--- src/lmr_pkg.sv ---
// package for the literal, move and return execution block
// assumes a 14-bit instruction word and a 15-bit program counter
package lmr_pkg;
  localparam int INSN_W     = 14;
  localparam int PC_W       = 15;
  localparam int PTR_W      = 16;
  localparam int DATA_W     = 8;
  localparam int FADDR_W    = 7;
  localparam int BANK_W     = 5;
  localparam int LATCH_W    = 7;
  localparam int OFFS_W     = 6;
  localparam int GIE_BIT    = 7;
  localparam int RETI_CYC   = 2;
  localparam int SEL_BIT    = 2;
  localparam int MODE_W     = 2;

  localparam logic [DATA_W-1:0]  ACC_RST   = 8'h00;
  localparam logic [DATA_W-1:0]  OPT_RST   = 8'hFF;
  localparam logic [DATA_W-1:0]  INTC_RST  = 8'h00;
  localparam logic [PTR_W-1:0]   PTR_RST   = 16'h0000;
  localparam logic [PTR_W-1:0]   PTR_ONE   = 16'h0001;
  localparam logic [PC_W-1:0]    PC_ONE    = 15'h0001;
  localparam logic [FADDR_W-1:0] IND0_ADDR = 7'h00;
  localparam logic [FADDR_W-1:0] IND1_ADDR = 7'h01;

  // opcode patterns, compared under a care mask
  localparam logic [INSN_W-1:0] OP_NOP   = 14'h0000;
  localparam logic [INSN_W-1:0] OP_RESET = 14'h0001;
  localparam logic [INSN_W-1:0] OP_RETI  = 14'h0009;
  localparam logic [INSN_W-1:0] OP_OPT   = 14'h0062;
  localparam logic [INSN_W-1:0] OP_STIW  = 14'h0018;
  localparam logic [INSN_W-1:0] OP_STF   = 14'h0080;
  localparam logic [INSN_W-1:0] OP_LDB   = 14'h0020;
  localparam logic [INSN_W-1:0] OP_STIK  = 14'h3F80;
  localparam logic [INSN_W-1:0] OP_LDP   = 14'h3180;
  localparam logic [INSN_W-1:0] OP_LDW   = 14'h3000;
  localparam logic [INSN_W-1:0] MSK_ALL  = 14'h3FFF;
  localparam logic [INSN_W-1:0] MSK_STIW = 14'h3FF8;
  localparam logic [INSN_W-1:0] MSK_F7   = 14'h3F80;
  localparam logic [INSN_W-1:0] MSK_B5   = 14'h3FE0;
  localparam logic [INSN_W-1:0] MSK_K7   = 14'h3F80;
  localparam logic [INSN_W-1:0] MSK_K8   = 14'h3C00;

  typedef enum logic [1:0] {
    MODE_PREINC  = 2'h0,
    MODE_PREDEC  = 2'h1,
    MODE_POSTINC = 2'h2,
    MODE_POSTDEC = 2'h3
  } lmr_mode_t;

  typedef enum logic [2:0] {
    ST_RUN   = 3'b001,
    ST_FLUSH = 3'b010,
    ST_RESET = 3'b100
  } lmr_state_t;

  // data memory write port
  typedef struct packed {
    logic               en;
    logic [PTR_W-1:0]   addr;
    logic [DATA_W-1:0]  data;
    logic               indirect;
  } lmr_wr_t;
endpackage

--- src/lmr_exec.sv ---
// execution of literal loads, accumulator stores, indirect stores and returns
// assumes one instruction word per cycle, held while busy_o is high
`timescale 1ns/1ps

// Notes on behaviour
// - bank literal loads bank register, flags kept
// - seven-bit literal loads program latch, flags kept
// - eight-bit literal loads accumulator in one cycle
// - accumulator stored to seven-bit file address
// - indirect store; relative offset leaves pointer
// - mode field picks pre/post inc/dec
// - indirect addresses redirect through pointer
// - sixteen-bit pointers wrap at both ends
// - pointer updates never change status flags
// - option load copies accumulator, flags kept
// - software reset resets device, clears flag
// - return pops stack, loads PC, two cycles
// - return sets global interrupt enable bit
module lmr_exec (
  input  wire logic                          clock_i,
  input  wire logic                          rst_n_i,
  input  wire logic                          insn_valid_i,
  input  wire logic [lmr_pkg::INSN_W-1:0]    insn_i,
  input  wire logic [lmr_pkg::PC_W-1:0]      stack_top_i,
  output logic [lmr_pkg::DATA_W-1:0]         acc_o,
  output logic [lmr_pkg::BANK_W-1:0]         bank_select_reg_o,
  output logic [lmr_pkg::LATCH_W-1:0]        pc_upper_latch_o,
  output logic [lmr_pkg::DATA_W-1:0]         option_reg_o,
  output logic [lmr_pkg::DATA_W-1:0]         irq_control_reg_o,
  output logic                               global_irq_enable_o,
  output logic [lmr_pkg::PTR_W-1:0]          indirect_pointer0_o,
  output logic [lmr_pkg::PTR_W-1:0]          indirect_pointer1_o,
  output logic [lmr_pkg::PC_W-1:0]           pc_o,
  output logic                               stack_pop_o,
  output logic                               busy_o,
  output logic                               soft_reset_o,
  output logic                               soft_reset_flag_n_o,
  output lmr_pkg::lmr_wr_t                   mem_wr_o
);
  import lmr_pkg::*;

  // ==========================================================
  // decode
  function automatic logic hit(input logic [INSN_W-1:0] w, input logic [INSN_W-1:0] op,
                               input logic [INSN_W-1:0] m);
    hit = ((w & m) == op);
  endfunction

  lmr_state_t              state_ff, nxt_state;
  wire logic               run       = (state_ff == ST_RUN) && insn_valid_i;
  wire logic               is_nop    = run && hit(insn_i, OP_NOP, MSK_ALL);
  wire logic               is_reset  = run && hit(insn_i, OP_RESET, MSK_ALL);
  wire logic               is_reti   = run && hit(insn_i, OP_RETI, MSK_ALL);
  wire logic               is_opt    = run && hit(insn_i, OP_OPT, MSK_ALL);
  wire logic               is_stiw   = run && hit(insn_i, OP_STIW, MSK_STIW);
  wire logic               is_stf    = run && hit(insn_i, OP_STF, MSK_F7);
  wire logic               is_ldb    = run && hit(insn_i, OP_LDB, MSK_B5);
  wire logic               is_stik   = run && hit(insn_i, OP_STIK, MSK_F7);
  wire logic               is_ldp    = run && hit(insn_i, OP_LDP, MSK_K7);
  // the latch load sits inside the accumulator literal space
  wire logic               is_ldw    = run && hit(insn_i, OP_LDW, MSK_K8) && !is_ldp;
  wire logic [FADDR_W-1:0] faddr     = insn_i[FADDR_W-1:0];
  wire logic [OFFS_W-1:0]  koff      = insn_i[OFFS_W-1:0];
  wire logic               sel_ptr   = is_stik ? insn_i[OFFS_W] : insn_i[SEL_BIT];
  wire lmr_mode_t          mode      = lmr_mode_t'(insn_i[MODE_W-1:0]);

  // ==========================================================
  // indirect address generation
  logic [PTR_W-1:0] ptr_ff [2];
  logic [PTR_W-1:0] nxt_ptr [2];
  wire logic [PTR_W-1:0] cur_ptr = ptr_ff[sel_ptr];
  wire logic [PTR_W-1:0] ptr_inc = cur_ptr + PTR_ONE;
  wire logic [PTR_W-1:0] ptr_dec = cur_ptr - PTR_ONE;
  wire logic [PTR_W-1:0] ptr_rel = cur_ptr + {{(PTR_W-OFFS_W){koff[OFFS_W-1]}}, koff};
  wire logic [PTR_W-1:0] mode_ea = (mode == MODE_PREINC) ? ptr_inc :
                                   (mode == MODE_PREDEC) ? ptr_dec : cur_ptr;
  wire logic [PTR_W-1:0] mode_np = (mode == MODE_PREINC || mode == MODE_POSTINC) ? ptr_inc
                                   : ptr_dec;
  // direct store to an indirect port goes through its pointer
  wire logic             stf_ind = (faddr == IND0_ADDR) || (faddr == IND1_ADDR);
  wire logic [PTR_W-1:0] stf_ea  = (faddr == IND1_ADDR) ? ptr_ff[1] : ptr_ff[0];

  lmr_wr_t nxt_wr;
  always_comb begin
    nxt_wr = '0;
    if (is_stf) begin
      nxt_wr.en       = 1'b1;
      nxt_wr.indirect = stf_ind;
      nxt_wr.addr     = stf_ind ? stf_ea : {{(PTR_W-FADDR_W){1'b0}}, faddr};
      nxt_wr.data     = acc_o;
    end else if (is_stiw || is_stik) begin
      nxt_wr.en       = 1'b1;
      nxt_wr.indirect = 1'b1;
      nxt_wr.addr     = is_stik ? ptr_rel : mode_ea;
      nxt_wr.data     = acc_o;
    end
  end

  // pointer write back; relative mode leaves pointer alone
  generate
    for (genvar g = 0; g < 2; g++) begin : g_ptr
      always_comb begin
        nxt_ptr[g] = ptr_ff[g];
        if (is_stiw && (sel_ptr == 1'(g))) begin
          nxt_ptr[g] = mode_np;
        end
      end
      always_ff @(posedge clock_i) begin
        if (!rst_n_i || state_ff == ST_RESET) begin
          ptr_ff[g] <= PTR_RST;
        end else begin
          ptr_ff[g] <= nxt_ptr[g];
        end
      end
    end
  endgenerate

  // ==========================================================
  // sequencing
  logic [PC_W-1:0] pc_ff;
  always_comb begin
    nxt_state = state_ff;
    case (state_ff)
      ST_RUN: begin
        if (is_reset) begin
          nxt_state = ST_RESET;
        end else if (is_reti) begin
          nxt_state = ST_FLUSH;
        end
      end
      ST_FLUSH: begin
        nxt_state = ST_RUN;
      end
      ST_RESET: begin
        nxt_state = ST_RUN;
      end
      default: begin
        nxt_state = ST_RUN;
      end
    endcase
  end

  // unknown words still advance the PC so the core never hangs
  wire logic [PC_W-1:0] nxt_pc = is_reti ? stack_top_i :
                                 run ? pc_ff + PC_ONE : pc_ff;

  always_ff @(posedge clock_i) begin
    if (!rst_n_i) begin
      state_ff            <= ST_RUN;
      soft_reset_flag_n_o <= 1'b1;
    end else begin
      state_ff            <= nxt_state;
      if (is_reset) begin
        soft_reset_flag_n_o <= 1'b0;
      end
    end
  end

  // ==========================================================
  // architectural registers
  // software reset returns everything except the reset flag to its reset value
  wire logic clr = !rst_n_i || (state_ff == ST_RESET);

  always_ff @(posedge clock_i) begin
    if (clr) begin
      acc_o <= ACC_RST;
    end else if (is_ldw) begin
      acc_o <= insn_i[DATA_W-1:0];
    end
  end

  always_ff @(posedge clock_i) begin
    if (clr) begin
      bank_select_reg_o <= '0;
    end else if (is_ldb) begin
      bank_select_reg_o <= insn_i[BANK_W-1:0];
    end
  end

  always_ff @(posedge clock_i) begin
    if (clr) begin
      pc_upper_latch_o <= '0;
    end else if (is_ldp) begin
      pc_upper_latch_o <= insn_i[LATCH_W-1:0];
    end
  end

  always_ff @(posedge clock_i) begin
    if (clr) begin
      option_reg_o <= OPT_RST;
    end else if (is_opt) begin
      option_reg_o <= acc_o;
    end
  end

  always_ff @(posedge clock_i) begin
    if (clr) begin
      irq_control_reg_o <= INTC_RST;
    end else if (is_reti) begin
      irq_control_reg_o[GIE_BIT] <= 1'b1;
    end
  end

  always_ff @(posedge clock_i) begin
    if (clr) begin
      pc_ff <= '0;
    end else begin
      pc_ff <= nxt_pc;
    end
  end

  // one-cycle pulses and the busy window of two-cycle instructions
  always_ff @(posedge clock_i) begin
    if (clr) begin
      stack_pop_o  <= 1'b0;
      busy_o       <= 1'b0;
      soft_reset_o <= 1'b0;
    end else begin
      stack_pop_o  <= is_reti;
      busy_o       <= (nxt_state != ST_RUN);
      soft_reset_o <= is_reset;
    end
  end

  always_ff @(posedge clock_i) begin
    if (clr) begin
      mem_wr_o <= '0;
    end else begin
      mem_wr_o <= nxt_wr;
    end
  end

  assign pc_o                = pc_ff;
  assign global_irq_enable_o = irq_control_reg_o[GIE_BIT];
  assign indirect_pointer0_o = ptr_ff[0];
  assign indirect_pointer1_o = ptr_ff[1];
endmodule

--- config.mk ---
export PLATFORM = sky130hd
export DESIGN_NAME = lmr_exec
export DESIGN_NICKNAME = d
export VERILOG_FILES = /design/src/lmr_pkg.sv /design/src/lmr_exec.sv
export SDC_FILE = /design/constraint.sdc
export NUM_CORES = 1
export LEC_CHECK = 0
export BUFFER_PORTS_ARGS = -buffer_cell sky130_fd_sc_hd__buf_2
export CAP_MARGIN = 30
export CORE_MARGIN = 10
export CORE_UTILIZATION = 55
export CTS_CLUSTER_SIZE = 8
export DETAILED_ROUTE_END_ITERATION = 7
export HOLD_SLACK_MARGIN = 0.08
export PLACE_DENSITY_LB_ADDON = 0.12
export SLEW_MARGIN = 20
export SYNTH_ARGS = -nofsm -noshare
export SYNTH_HDL_FRONTEND = slang
export SYNTH_SLANG_ARGS = --single-unit
--- constraint.sdc ---
create_clock -name clock_i -period 4.8 [get_ports clock_i]
set_input_delay 0.24 -clock clock_i [delete_from_list [all_inputs] [get_ports clock_i]]
set_output_delay 0.24 -clock clock_i [all_outputs]
set_load 0.02 [all_outputs]
### Word-level counts from Yosys, hierarchy flattened

Memory sizes are Yosys's and may differ from the RTL's.
Index checks and enable logic that the tools add are counted.

* flip-flop bits (word level): 77
* bits in writable memories: 32
* output and inout bits: 114
* logic and storage cells: 81
* memories: 1

* add/subtract/negate cells: 4
* equal/unequal tests: 15
* mux-type cells: 21
* bitwise gates (word level): 3
* reductions and logical operators: 22

Memories
* ptr_ff: words 2, width 16, read ports 3, clocked after memory_dff 0, write ports 2, line lmr_exec.sv:69 `logic [PTR_W-1:0] ptr_ff [2];`

Operator list (number)
* 16-bit two-way mux: 10
* 26-bit two-way mux: 2
* 15-bit two-way mux: 2
* 16-bit by 1-bit adder with 16-bit output, second input constant: 1
* 16-bit adder: 1
* 16-bit by 1-bit subtractor with 16-bit output, second input constant: 1
* 15-bit by 1-bit adder with 15-bit output, second input constant: 1
* 14-bit by 1-bit == test with 1-bit output, second input constant: 1
* 14-bit by 4-bit == test with 1-bit output, second input constant: 1
* 14-bit by 7-bit == test with 1-bit output, second input constant: 1
* 7-bit by 1-bit == test with 1-bit output, second input constant: 2
* 7-bit == test, second input constant: 2
* 1-bit logical AND: 13
* 11-bit by 2-bit == test with 1-bit output, second input constant: 1
* 9-bit by 1-bit == test with 1-bit output, second input constant: 1
* 3-bit two-way mux: 3
* 7-bit zero test: 1
* 4-bit == test, second input constant: 1
* 1-bit logical OR: 4
* 1-bit two-way mux: 4
* 3-bit by 1-bit == test with 1-bit output, second input constant: 1
* 3-bit == test, second input constant: 1
* 3-bit by 1-bit inequality test with 1-bit output, second input constant: 1
* 2-bit by 1-bit == test with 1-bit output, second input constant: 1
* other kinds (6): 8

### Longest topological paths before layout

Gate-level depths: netlist of run 1.
An unclocked memory read counts as a cell.

* depth after elaboration: 11
* gate-level depth with buffers: 17
* gate-level depth less buffers: 15

### Worst setup path before layout of run 1

No wires, ideal clock.

* path type: reg-to-reg
* from: register state_ff[1]
* to: register mem_wr_o[23] in the netlist's numbering
* setup time: 0.081 ns
* arrival time: 3.672 ns
* data required time: 4.719 ns
* path slack: 1.048 ns
* stages on the path, launching flop included: 18
* period minus slack after synthesis: 3.752 ns
* path through: dfxtp_1 -> nand4bb_1 -> buf_2 -> o31ai_4 -> nand2_1 -> buf_2 -> a21oi_1 -> inv_1 -> ha_1 -> ha_1 -> a21oi_1 -> nor2_1 -> and3_1 -> o31ai_1 -> a31oi_1 -> a221o_1 -> or4_1 -> a41oi_1

* word-level cells in the longest chain between the ends: 11
* elaborated cells between the ends (all ways): 18
* classes of those cells: add/sub (3); eq/ne (2); mux (6); reduce/logical (6); memory (1)

Ends and longest elaborated chain
* start: declaration: line lmr_exec.sv:49 `lmr_state_t state_ff, nxt_state;`
* start signal: assignment: line lmr_exec.sv:152 `state_ff <= nxt_state;`
* 3-bit by 1-bit == test with 1-bit output: line lmr_exec.sv:50 `wire logic run = (state_ff == ST_RUN) && insn_valid_i;`
* 1-bit logical AND: line lmr_exec.sv:50
* 1-bit logical AND: line lmr_exec.sv:58 `wire logic is_stik = run && hit(insn_i, OP_STIK, MSK_F7);`
* 1-bit two-way mux: line lmr_exec.sv:64 `wire logic sel_ptr = is_stik ? insn_i[OFFS_W] : insn_i[SEL_BIT];`
* memory read 2 x 16 bit
* 16-bit by 1-bit subtractor with 16-bit output: line lmr_exec.sv:73 `wire logic [PTR_W-1:0] ptr_dec = cur_ptr - PTR_ONE;`
* 16-bit two-way mux: line lmr_exec.sv:76 `(mode == MODE_PREDEC) ? ptr_dec : cur_ptr;`
* 16-bit two-way mux: line lmr_exec.sv:75 `wire logic [PTR_W-1:0] mode_ea = (mode == MODE_PREINC) ? ptr_inc :`
* 16-bit two-way mux: line lmr_exec.sv:94 `nxt_wr.addr = is_stik ? ptr_rel : mode_ea;`
* 26-bit two-way mux: line lmr_exec.sv:91 `end else if (is_stiw || is_stik) begin`
* 26-bit two-way mux: line lmr_exec.sv:86 `if (is_stf) begin`
* end signal: assignment: line lmr_exec.sv:229 `mem_wr_o <= nxt_wr;`
* end: declaration: line lmr_exec.sv:38 `output lmr_pkg::lmr_wr_t mem_wr_o`

Several ways; a longest one is shown, not always the timed one.
A chain may end at the register's enable or synchronous reset.

### Worst setup path in the final report of run 1

* from: register state_ff[0]
* to: register mem_wr_o[23] in the netlist's numbering

Same word-level chain as after synthesis.

==> metrics.md, run 1 <==
| Metric | Value |
|---|---|
| IO buf count | `138` |
| H-tree Lvls | `3` |
| Post-DR vias/cell | `6.15` |
| Synth Area in Adders | `3.29%` |
| Initial antenna violation count | `0` |
| CTS Buffer Depth | `2` |
| Slew Viols, Final | `0` |
| Crit path DAT | `4610 ps` |
| # diodes | `0` |
| Cell accounting for the most synthesized area | `dfxtp_1` |
| Die ar. | `17,300 sq um` |
| CP max stage cell | `dfxtp_1` |
| Crit-path max cell delay | `450 ps` |
| CTS clk-pin slew, worst paths | `80 ps` |
| Pwr Total | `1.82 mW` |
| Cts hold-fix bufs | `0` |
| MaxCap Viol Count | `0` |
| Fin. Hold Viols | `0` |
| Most frequent cells in the layout | `buf_2 (138), nor2_1 (119), dfxtp_1 (109)` |
| Rows | `40` |
| Crit path launch type | `flop` |
| Synth warnings | `0` |
| Synth Area in Compound Gates | `21.5%` |
| RR Startpoint | `state_ff[0]$_SDFF_PN1_` |
| Critical Setup Path Class | `reg -> reg` |
| Final wirelength | `22,900 um` |
| Min Tclk post-route | `4320 ps` |
| Die height | `132 um` |
| Most common cell after layout, fill and taps aside | `buf_2` |
| TritonRoute pass-1 iters | `5` |
| Placer Congestion | `1.02` |
| Met2 WL post-DR | `10,400 um` |
| CTS buffer count | `9` |
| Worst-margin pin slew | `884 ps` |
| Register bit count reported by yosys | `109` |
| CTS tree | `done` |
| Cell area power density | `230 nW/um^2` |
| CP Max Fanout | `17` |
| Number of DRC markers in iteration 0 | `741` |
| CP required | `5090 ps` |
| Post-CTS Setup Bufs | `0` |
| Synth Area in Simple Gates | `25.2%` |
| Vias in the first global route | `6,760` |
| Layout cells sized above 1 | `19.1%` |
| Post-route cell area | `7920 sq um` |
| Final period util | `90.0%` |
| Post-synth top flop | `dfxtp_1` |
| Worst reg-to-reg setup slack | `480 ps` |
| Worst-Skew Late Latency | `360 ps` |
| Highest Signal Layer | `met4` |
| GRT Total Usage | `25.0%` |
| Top-level port count | `146` |
| CP dominant cell by count | `buf_4` |
| Post-Synthesis Cell Area | `6850 sq um` |
| Die Width | `132 um` |
| Post-Route Utilization | `65.4%` |
| Yosys cell types | `72` |
| RSZ-0062 raised after global routing | `false` |
| Non-Filler Instances | `1,151` |
| Avg WL per Cell | `19.9 um` |
| CTS root buffer | `clkbuf_16` |
| Hold Path Origin | `rst_n_i` |
| Antenna-violating nets left | `0` |
| Synth async-reset ratio | `0%` |
| Setup total negative slack | `0 ps` |
| Initial core utilization | `56.5%` |
| Grt total ovfl | `0` |
| Leak Pwr | `3.60 nW` |
| Crit path capture type | `flop` |
| TritonCTS Sinks | `109` |
| Maximum clock rate | `0.231 GHz` |
| DP Wirelength | `16,900 um` |
| Post-synth top area share | `31.9%` |
| Final setup fails | `0` |
| Syn Area/Cell | `7.89 sq um` |
| Worst Setup SP | `state_ff[0]$_SDFF_PN1_` |
| Core area | `12,100 sq um` |
| Worst path top cell family by delay | `simple AND/OR/NAND/NOR gates` |
| Cells after Synth | `868` |
| CP Cell Sequence | `nand4bb_1 -> nor4_2 -> buf_4 -> nor2_2 -> buf_4 -> mux2i_1 -> inv_1 -> ha_1 -> a21oi_1 -> nor2b_1 -> nor2_1 -> a21bo_2 -> a31oi_1 -> a221o_1 -> or4_1 -> a41oi_1` |
| Worst Hold Class | `in -> reg` |
| DRC violations left | `0` |
| WP buf/inv | `3` |
| Final nets | `1,028` |
| Post-cts gate resize count | `0` |
| Share of the yosys chip area belonging to registers | `31.9%` |
| Area delta synth->final | `15.7%` |
| Status | `completed` |
| Number of enable flip-flop cells after synthesis | `0` |
| Vias | `7,083` |
| Largest family of logic cells by synthesized area | `simple AND/OR/NAND/NOR gates` |
| Largest net degree at the start of global routing | `59` |
| Max VDD drop | `0.000184 V` |
| XOR/XNOR Fraction of Synth Area | `4.22%` |
| Post-synthesis mux area share | `8.51%` |
| First-pass GRT wire length | `36,100 um` |
| Placed Area | `7640 sq um` |
| Slew headroom | `40.9%` |
| Clock skew | `9.39 ps` |
| DR WL met3 | `1860 um` |
| Largest cells by area after synthesis | `dfxtp_1 (32%), mux2i_1 (8.2%), nor2_1 (6.6%)` |
| M1 WL | `9610 um` |
| Post-Place Cells | `1,135` |
[sequential cells by signal (all words and copies together), names as in the netlist]
signal and count:
ptr_ff 32, mem_wr_o 26, pc_o 15, acc_o 8, option_reg_o 8, pc_upper_latch_o 7, bank_select_reg_o 5, state_ff 3
busy_o 1, irq_control_reg_o 1, soft_reset_flag_n_o 1, soft_reset_o 1, stack_pop_o 1
[kinds of logic (layout without fill, tap and decap cells)]
group           count (synthesis)  in the layout
compound gates                218            218
xor+xnor                       33             33
fa+ha+maj                      18             18
buf+inv                        86            195
flops                         109            109
mux                            58             58
other cells                     1              7
simple gates                  345            345
[worst paths after layout]
check,cells after the start,to
worst min-delay path,2,soft_reset_flag_n_o$_SDFFE_PN1P_
worst min register to register,2,soft_reset_flag_n_o$_SDFFE_PN1P_
worst max-delay path,16,mem_wr_o[23]$_SDFF_PP0_
worst max register to register,16,mem_wr_o[23]$_SDFF_PP0_
[stage by stage]
stage	worst slack (ps)	hold slack, ps
4_1_cts	559	102
6_report	479	116
5_1_grt	236	124
3_3_place_gp	743	434
3_5_place_dp	604	432
2_1_floorplan	1050	302
[metal layers]
metal / track usage (%) / vias up
met5: 0 / -
met4: 11.3 / 0
met3: 6.21 / 69
met2: 40.7 / 334
met1: 30.4 / 3311
li1: - / 3369
[report_power, final]
group / switching, mW / internal (mW) / leakage (nW)
combinational: 0.121 / 0.0588 / 2.58
clock: 0.365 / 0.366 / 0.145
sequential: 0.00305 / 0.906 / 0.879
total: 0.489 / 1.33 / 3.60
[Yosys cell counts, types with 7 or more instances]
cell type	count
inv_1	25
ha_1	18
nand2_1	67
a221oi_1	7
xor2_1	10
and3_1	13
nor4_1	8
and4_1	9
o21ai_0	43
xnor2_1	23
and2_1	20
clkbuf_1	41
buf_4	8
nand4_1	13
or4_1	11
mux2i_1	56
dfxtp_1	109
nor2_1	120
a21oi_1	42
nor3_1	17
a211oi_1	32
buf_2	10
nand3_1	29
or3_1	8
a31oi_1	19
a21o_1	13
o31ai_1	8
[layout make-up]
cell class              count  area [sq um]
multi-input cells         679          4340
fillers                  1122          4190
clock buffers               9           225
repair buffers            154           811
flip-flops and latches    109          2180
well taps                 168           210
clock inverters             7          62.6
inverters                  25          93.8
[worst register-to-register path, stage by stage, from the launching register on]
cell and delay (ps):
dfxtp_1 450, nand4bb_1 390, nor4_2 320, buf_4 230
nor2_2 100, buf_4 240, mux2i_1 460, inv_1 160
ha_1 230, a21oi_1 200, nor2b_1 70, nor2_1 160
a21bo_2 170, a31oi_1 130, a221o_1 370, or4_1 400
a41oi_1 180
Power figures use the tool's default switching activity.
==> inputs of run 2 (changes only) <==
--- a/config.mk
+++ b/config.mk
@@ -9,6 +9,7 @@
 export CAP_MARGIN = 30
 export CORE_MARGIN = 10
 export CORE_UTILIZATION = 55
+export CTS_BUF_LIST = sky130_fd_sc_hd__clkbuf_4
 export CTS_CLUSTER_SIZE = 8
 export DETAILED_ROUTE_END_ITERATION = 7
 export HOLD_SLACK_MARGIN = 0.08
==> constraint.sdc (replaced) <==
create_clock -name clock_i -period 4.7 [get_ports clock_i]
set_input_delay 0.235 -clock clock_i [delete_from_list [all_inputs] [get_ports clock_i]]
set_output_delay 0.235 -clock clock_i [all_outputs]
set_load 0.02 [all_outputs]
==> run 2 against run 1 <==
  * Die area did not move
  * Clock skew rose by 8.9 ps
  * Total power fell by 13%
  * Routed wire length rose by 1.6%
  * Largest power group unchanged
==> metrics.md, run 2 (synthesis gave the netlist of run 1 again) <==
| Metric | Value |
|---|---|
| Status | `completed` |
| CP required | `5150 ps (+60 ps)` |
| Min Tclk post-route | `4160 ps (-165 ps)` |
| Rows | `40 (unchanged)` |
| Grt total ovfl | `0 (unchanged)` |
| CP max stage cell | `dfxtp_1` |
| Post-Route Utilization | `66.0% (+0.56 points)` |
| DP Wirelength | `17,200 um (+1.6%)` |
| Crit path DAT | `4600 ps (about the same)` |
| Die ar. | `17,300 sq um (unchanged)` |
| Area delta synth->final | `16.7%` |
| Leak Pwr | `3.63 nW (+0.76%)` |
| Core area | `12,100 sq um (unchanged)` |
| Max FFs per register | `32 (unchanged)` |
| H-tree Lvls | `3 (unchanged)` |
| Final period util | `88.4% (-1.6 points)` |
| Minimum hold slack | `123 ps (+6.94 ps)` |
| Cts hold-fix bufs | `16 (+16)` |
| CP dominant cell by count | `buf_4` |
| Worst reg-to-reg setup slack | `540 ps (+70 ps)` |
| IO buf count | `138 (unchanged)` |
| Fin. Hold Viols | `0 (unchanged)` |
| Antenna-violating nets left | `0 (unchanged)` |
| Post-DR vias/cell | `6.11 (-0.66%)` |
| Placer Congestion | `1.02 (+0.73%)` |
| First-pass GRT wire length | `36,900 um (+2.3%)` |
| GRT Total Usage | `25.6% (+0.64 points)` |
| CP Cell Sequence | `nand4bb_1 -> buf_4 -> nor4_2 -> buf_4 -> nor2_2 -> buf_4 -> mux2i_1 -> inv_1 -> ha_1 -> nand3_1 -> nor2_1 -> o31ai_1 -> a31oi_1 -> a221o_1 -> or4_1 -> a41oi_1` |
| Slew Viols, Final | `0 (unchanged)` |
| TritonCTS Sinks | `109 (unchanged)` |
| Number of DRC markers in iteration 0 | `820 (+11%)` |
| CTS root buffer | `clkbuf_4` |
| Die Width | `132 um (unchanged)` |
| Max VDD drop | `0.000114 V (-38%)` |
| CTS clk-pin slew, worst paths | `180 ps (+100 ps)` |
| MaxCap Viol Count | `0 (unchanged)` |
| Largest Register | `ptr_ff` |
| Post-CTS Setup Bufs | `0 (unchanged)` |
| DRC violations left | `0 (unchanged)` |
| TritonRoute pass-1 iters | `5 (unchanged)` |
| Slew headroom | `40.9% (about the same)` |
| Initial core utilization | `56.5% (unchanged)` |
| Top-level port count | `146 (unchanged)` |
| Maximum clock rate | `0.241 GHz (+4.0%)` |
| Most frequent cells in the layout | `buf_2 (138), nor2_1 (119), dfxtp_1 (109)` |
| CTS buffer count | `9 (unchanged)` |
| Worst-margin pin slew | `886 ps (+2.07 ps)` |
| WP buf/inv | `4 (+1)` |
| Critical Setup Path Class | `reg -> reg` |
| Met3 Use GR | `5.83% (-0.38 points)` |
| Largest net degree at the start of global routing | `82 (+39%)` |
| Crit-path max cell delay | `460 ps (about the same)` |
| Worst path top cell family by delay | `simple AND/OR/NAND/NOR gates` |
| Cell area power density | `199 nW/um^2 (-13%)` |
| Worst Hold Class | `in -> reg` |
| Post-cts gate resize count | `0 (unchanged)` |
| Final setup fails | `0 (unchanged)` |
| Layout cells sized above 1 | `19.3% (+0.16 points)` |
| Vias in the first global route | `6,744 (-0.24%)` |
| Avg WL per Cell | `19.8 um (-0.49%)` |
| RSZ-0062 raised after global routing | `false` |
| Vias | `7,183 (+1.4%)` |
| Crit path launch type | `flop` |
| Final worst slack | `544 ps (+65.4 ps)` |
| Dpl ws | `655 ps (+51.7 ps)` |
| Crit path capture type | `flop` |
| Clock skew | `18.3 ps (+8.88 ps)` |
| Final wirelength | `23,200 um (+1.6%)` |
| CP Max Fanout | `13 (-4)` |
| Top Usage Layer GRT | `met2` |
| Die height | `132 um (unchanged)` |
| Final nets | `1,051 (+2.2%)` |
| Met2 usage | `41.0% (+0.31 points)` |
| CTS tree | `done` |
| Setup total negative slack | `0 ps (unchanged)` |
| Most common cell after layout, fill and taps aside | `buf_2` |
| GR Util met1 | `32.8% (+2.4 points)` |
| Initial antenna violation count | `1 (+1)` |
| CTS Buffer Depth | `2 (unchanged)` |
| Worst-Skew Late Latency | `510 ps (+150 ps)` |
run 2: cell count changes in the layout (fill, tap and decap cells not counted), sizes merged:
cell and delta:
clkinv +2, clkinvlp +1, dlygate4sd3 +17, inv -3, buf +6, diode +1
run 2: through the flow:
stage / std cells / power, mW / instance area, sq um
2_1_floorplan: 874 / 1.07 / 6870
3_3_place_gp: 1141 / 1.13 / 7680
3_5_place_dp: 1141 / 1.13 / 7680
4_1_cts: 1173 / 1.60 / 7980
5_1_grt: 1175 / 1.66 / 7990
6_report: 1175 / 1.59 / 7990
run 2: final cells by class:
type	instances	area (sq um)
multi-input combinational	679	4340
fill	1095	4120
sequential	109	2180
inverter	25	93.8
tap	168	210
clock inverter	7	70.1
clock buffer	9	67.6
timing repair buffer	177	1030
antenna	1	2.50
run 2: routing by layer:
metal  up-vias  wire length (um)
met5         -                 0
met4         0               668
met3        46              1900
met2       358             10700
met1      3357             10000
li1       3422                 -
run 2: worst min-delay path: cells and delay by family:
family                 cells  cell delay (ps)
and+or+nand+nor            1               80
buffers and inverters      1               90
AOI/OAI and AO/OA          2              200
run 2: worst paths after layout:
check,from,to,cells past startpoint
worst max register to register,state_ff[1]$_SDFF_PN0_,mem_wr_o[23]$_SDFF_PP0_,16
worst min register to register,soft_reset_flag_n_o$_SDFFE_PN1P_,soft_reset_flag_n_o$_SDFFE_PN1P_,2
worst max-delay path,state_ff[1]$_SDFF_PN0_,mem_wr_o[23]$_SDFF_PP0_,16
worst min-delay path,stack_top_i[11],pc_o[11]$_SDFFE_PP0P_,4
run 2: where the power goes:
group          total (mW)  leakage [nW]  switching, mW  internal (mW)
clock               0.464        0.0718          0.342          0.122
sequential          0.931         0.879        0.00310          0.928
combinational       0.194          2.68          0.124         0.0699
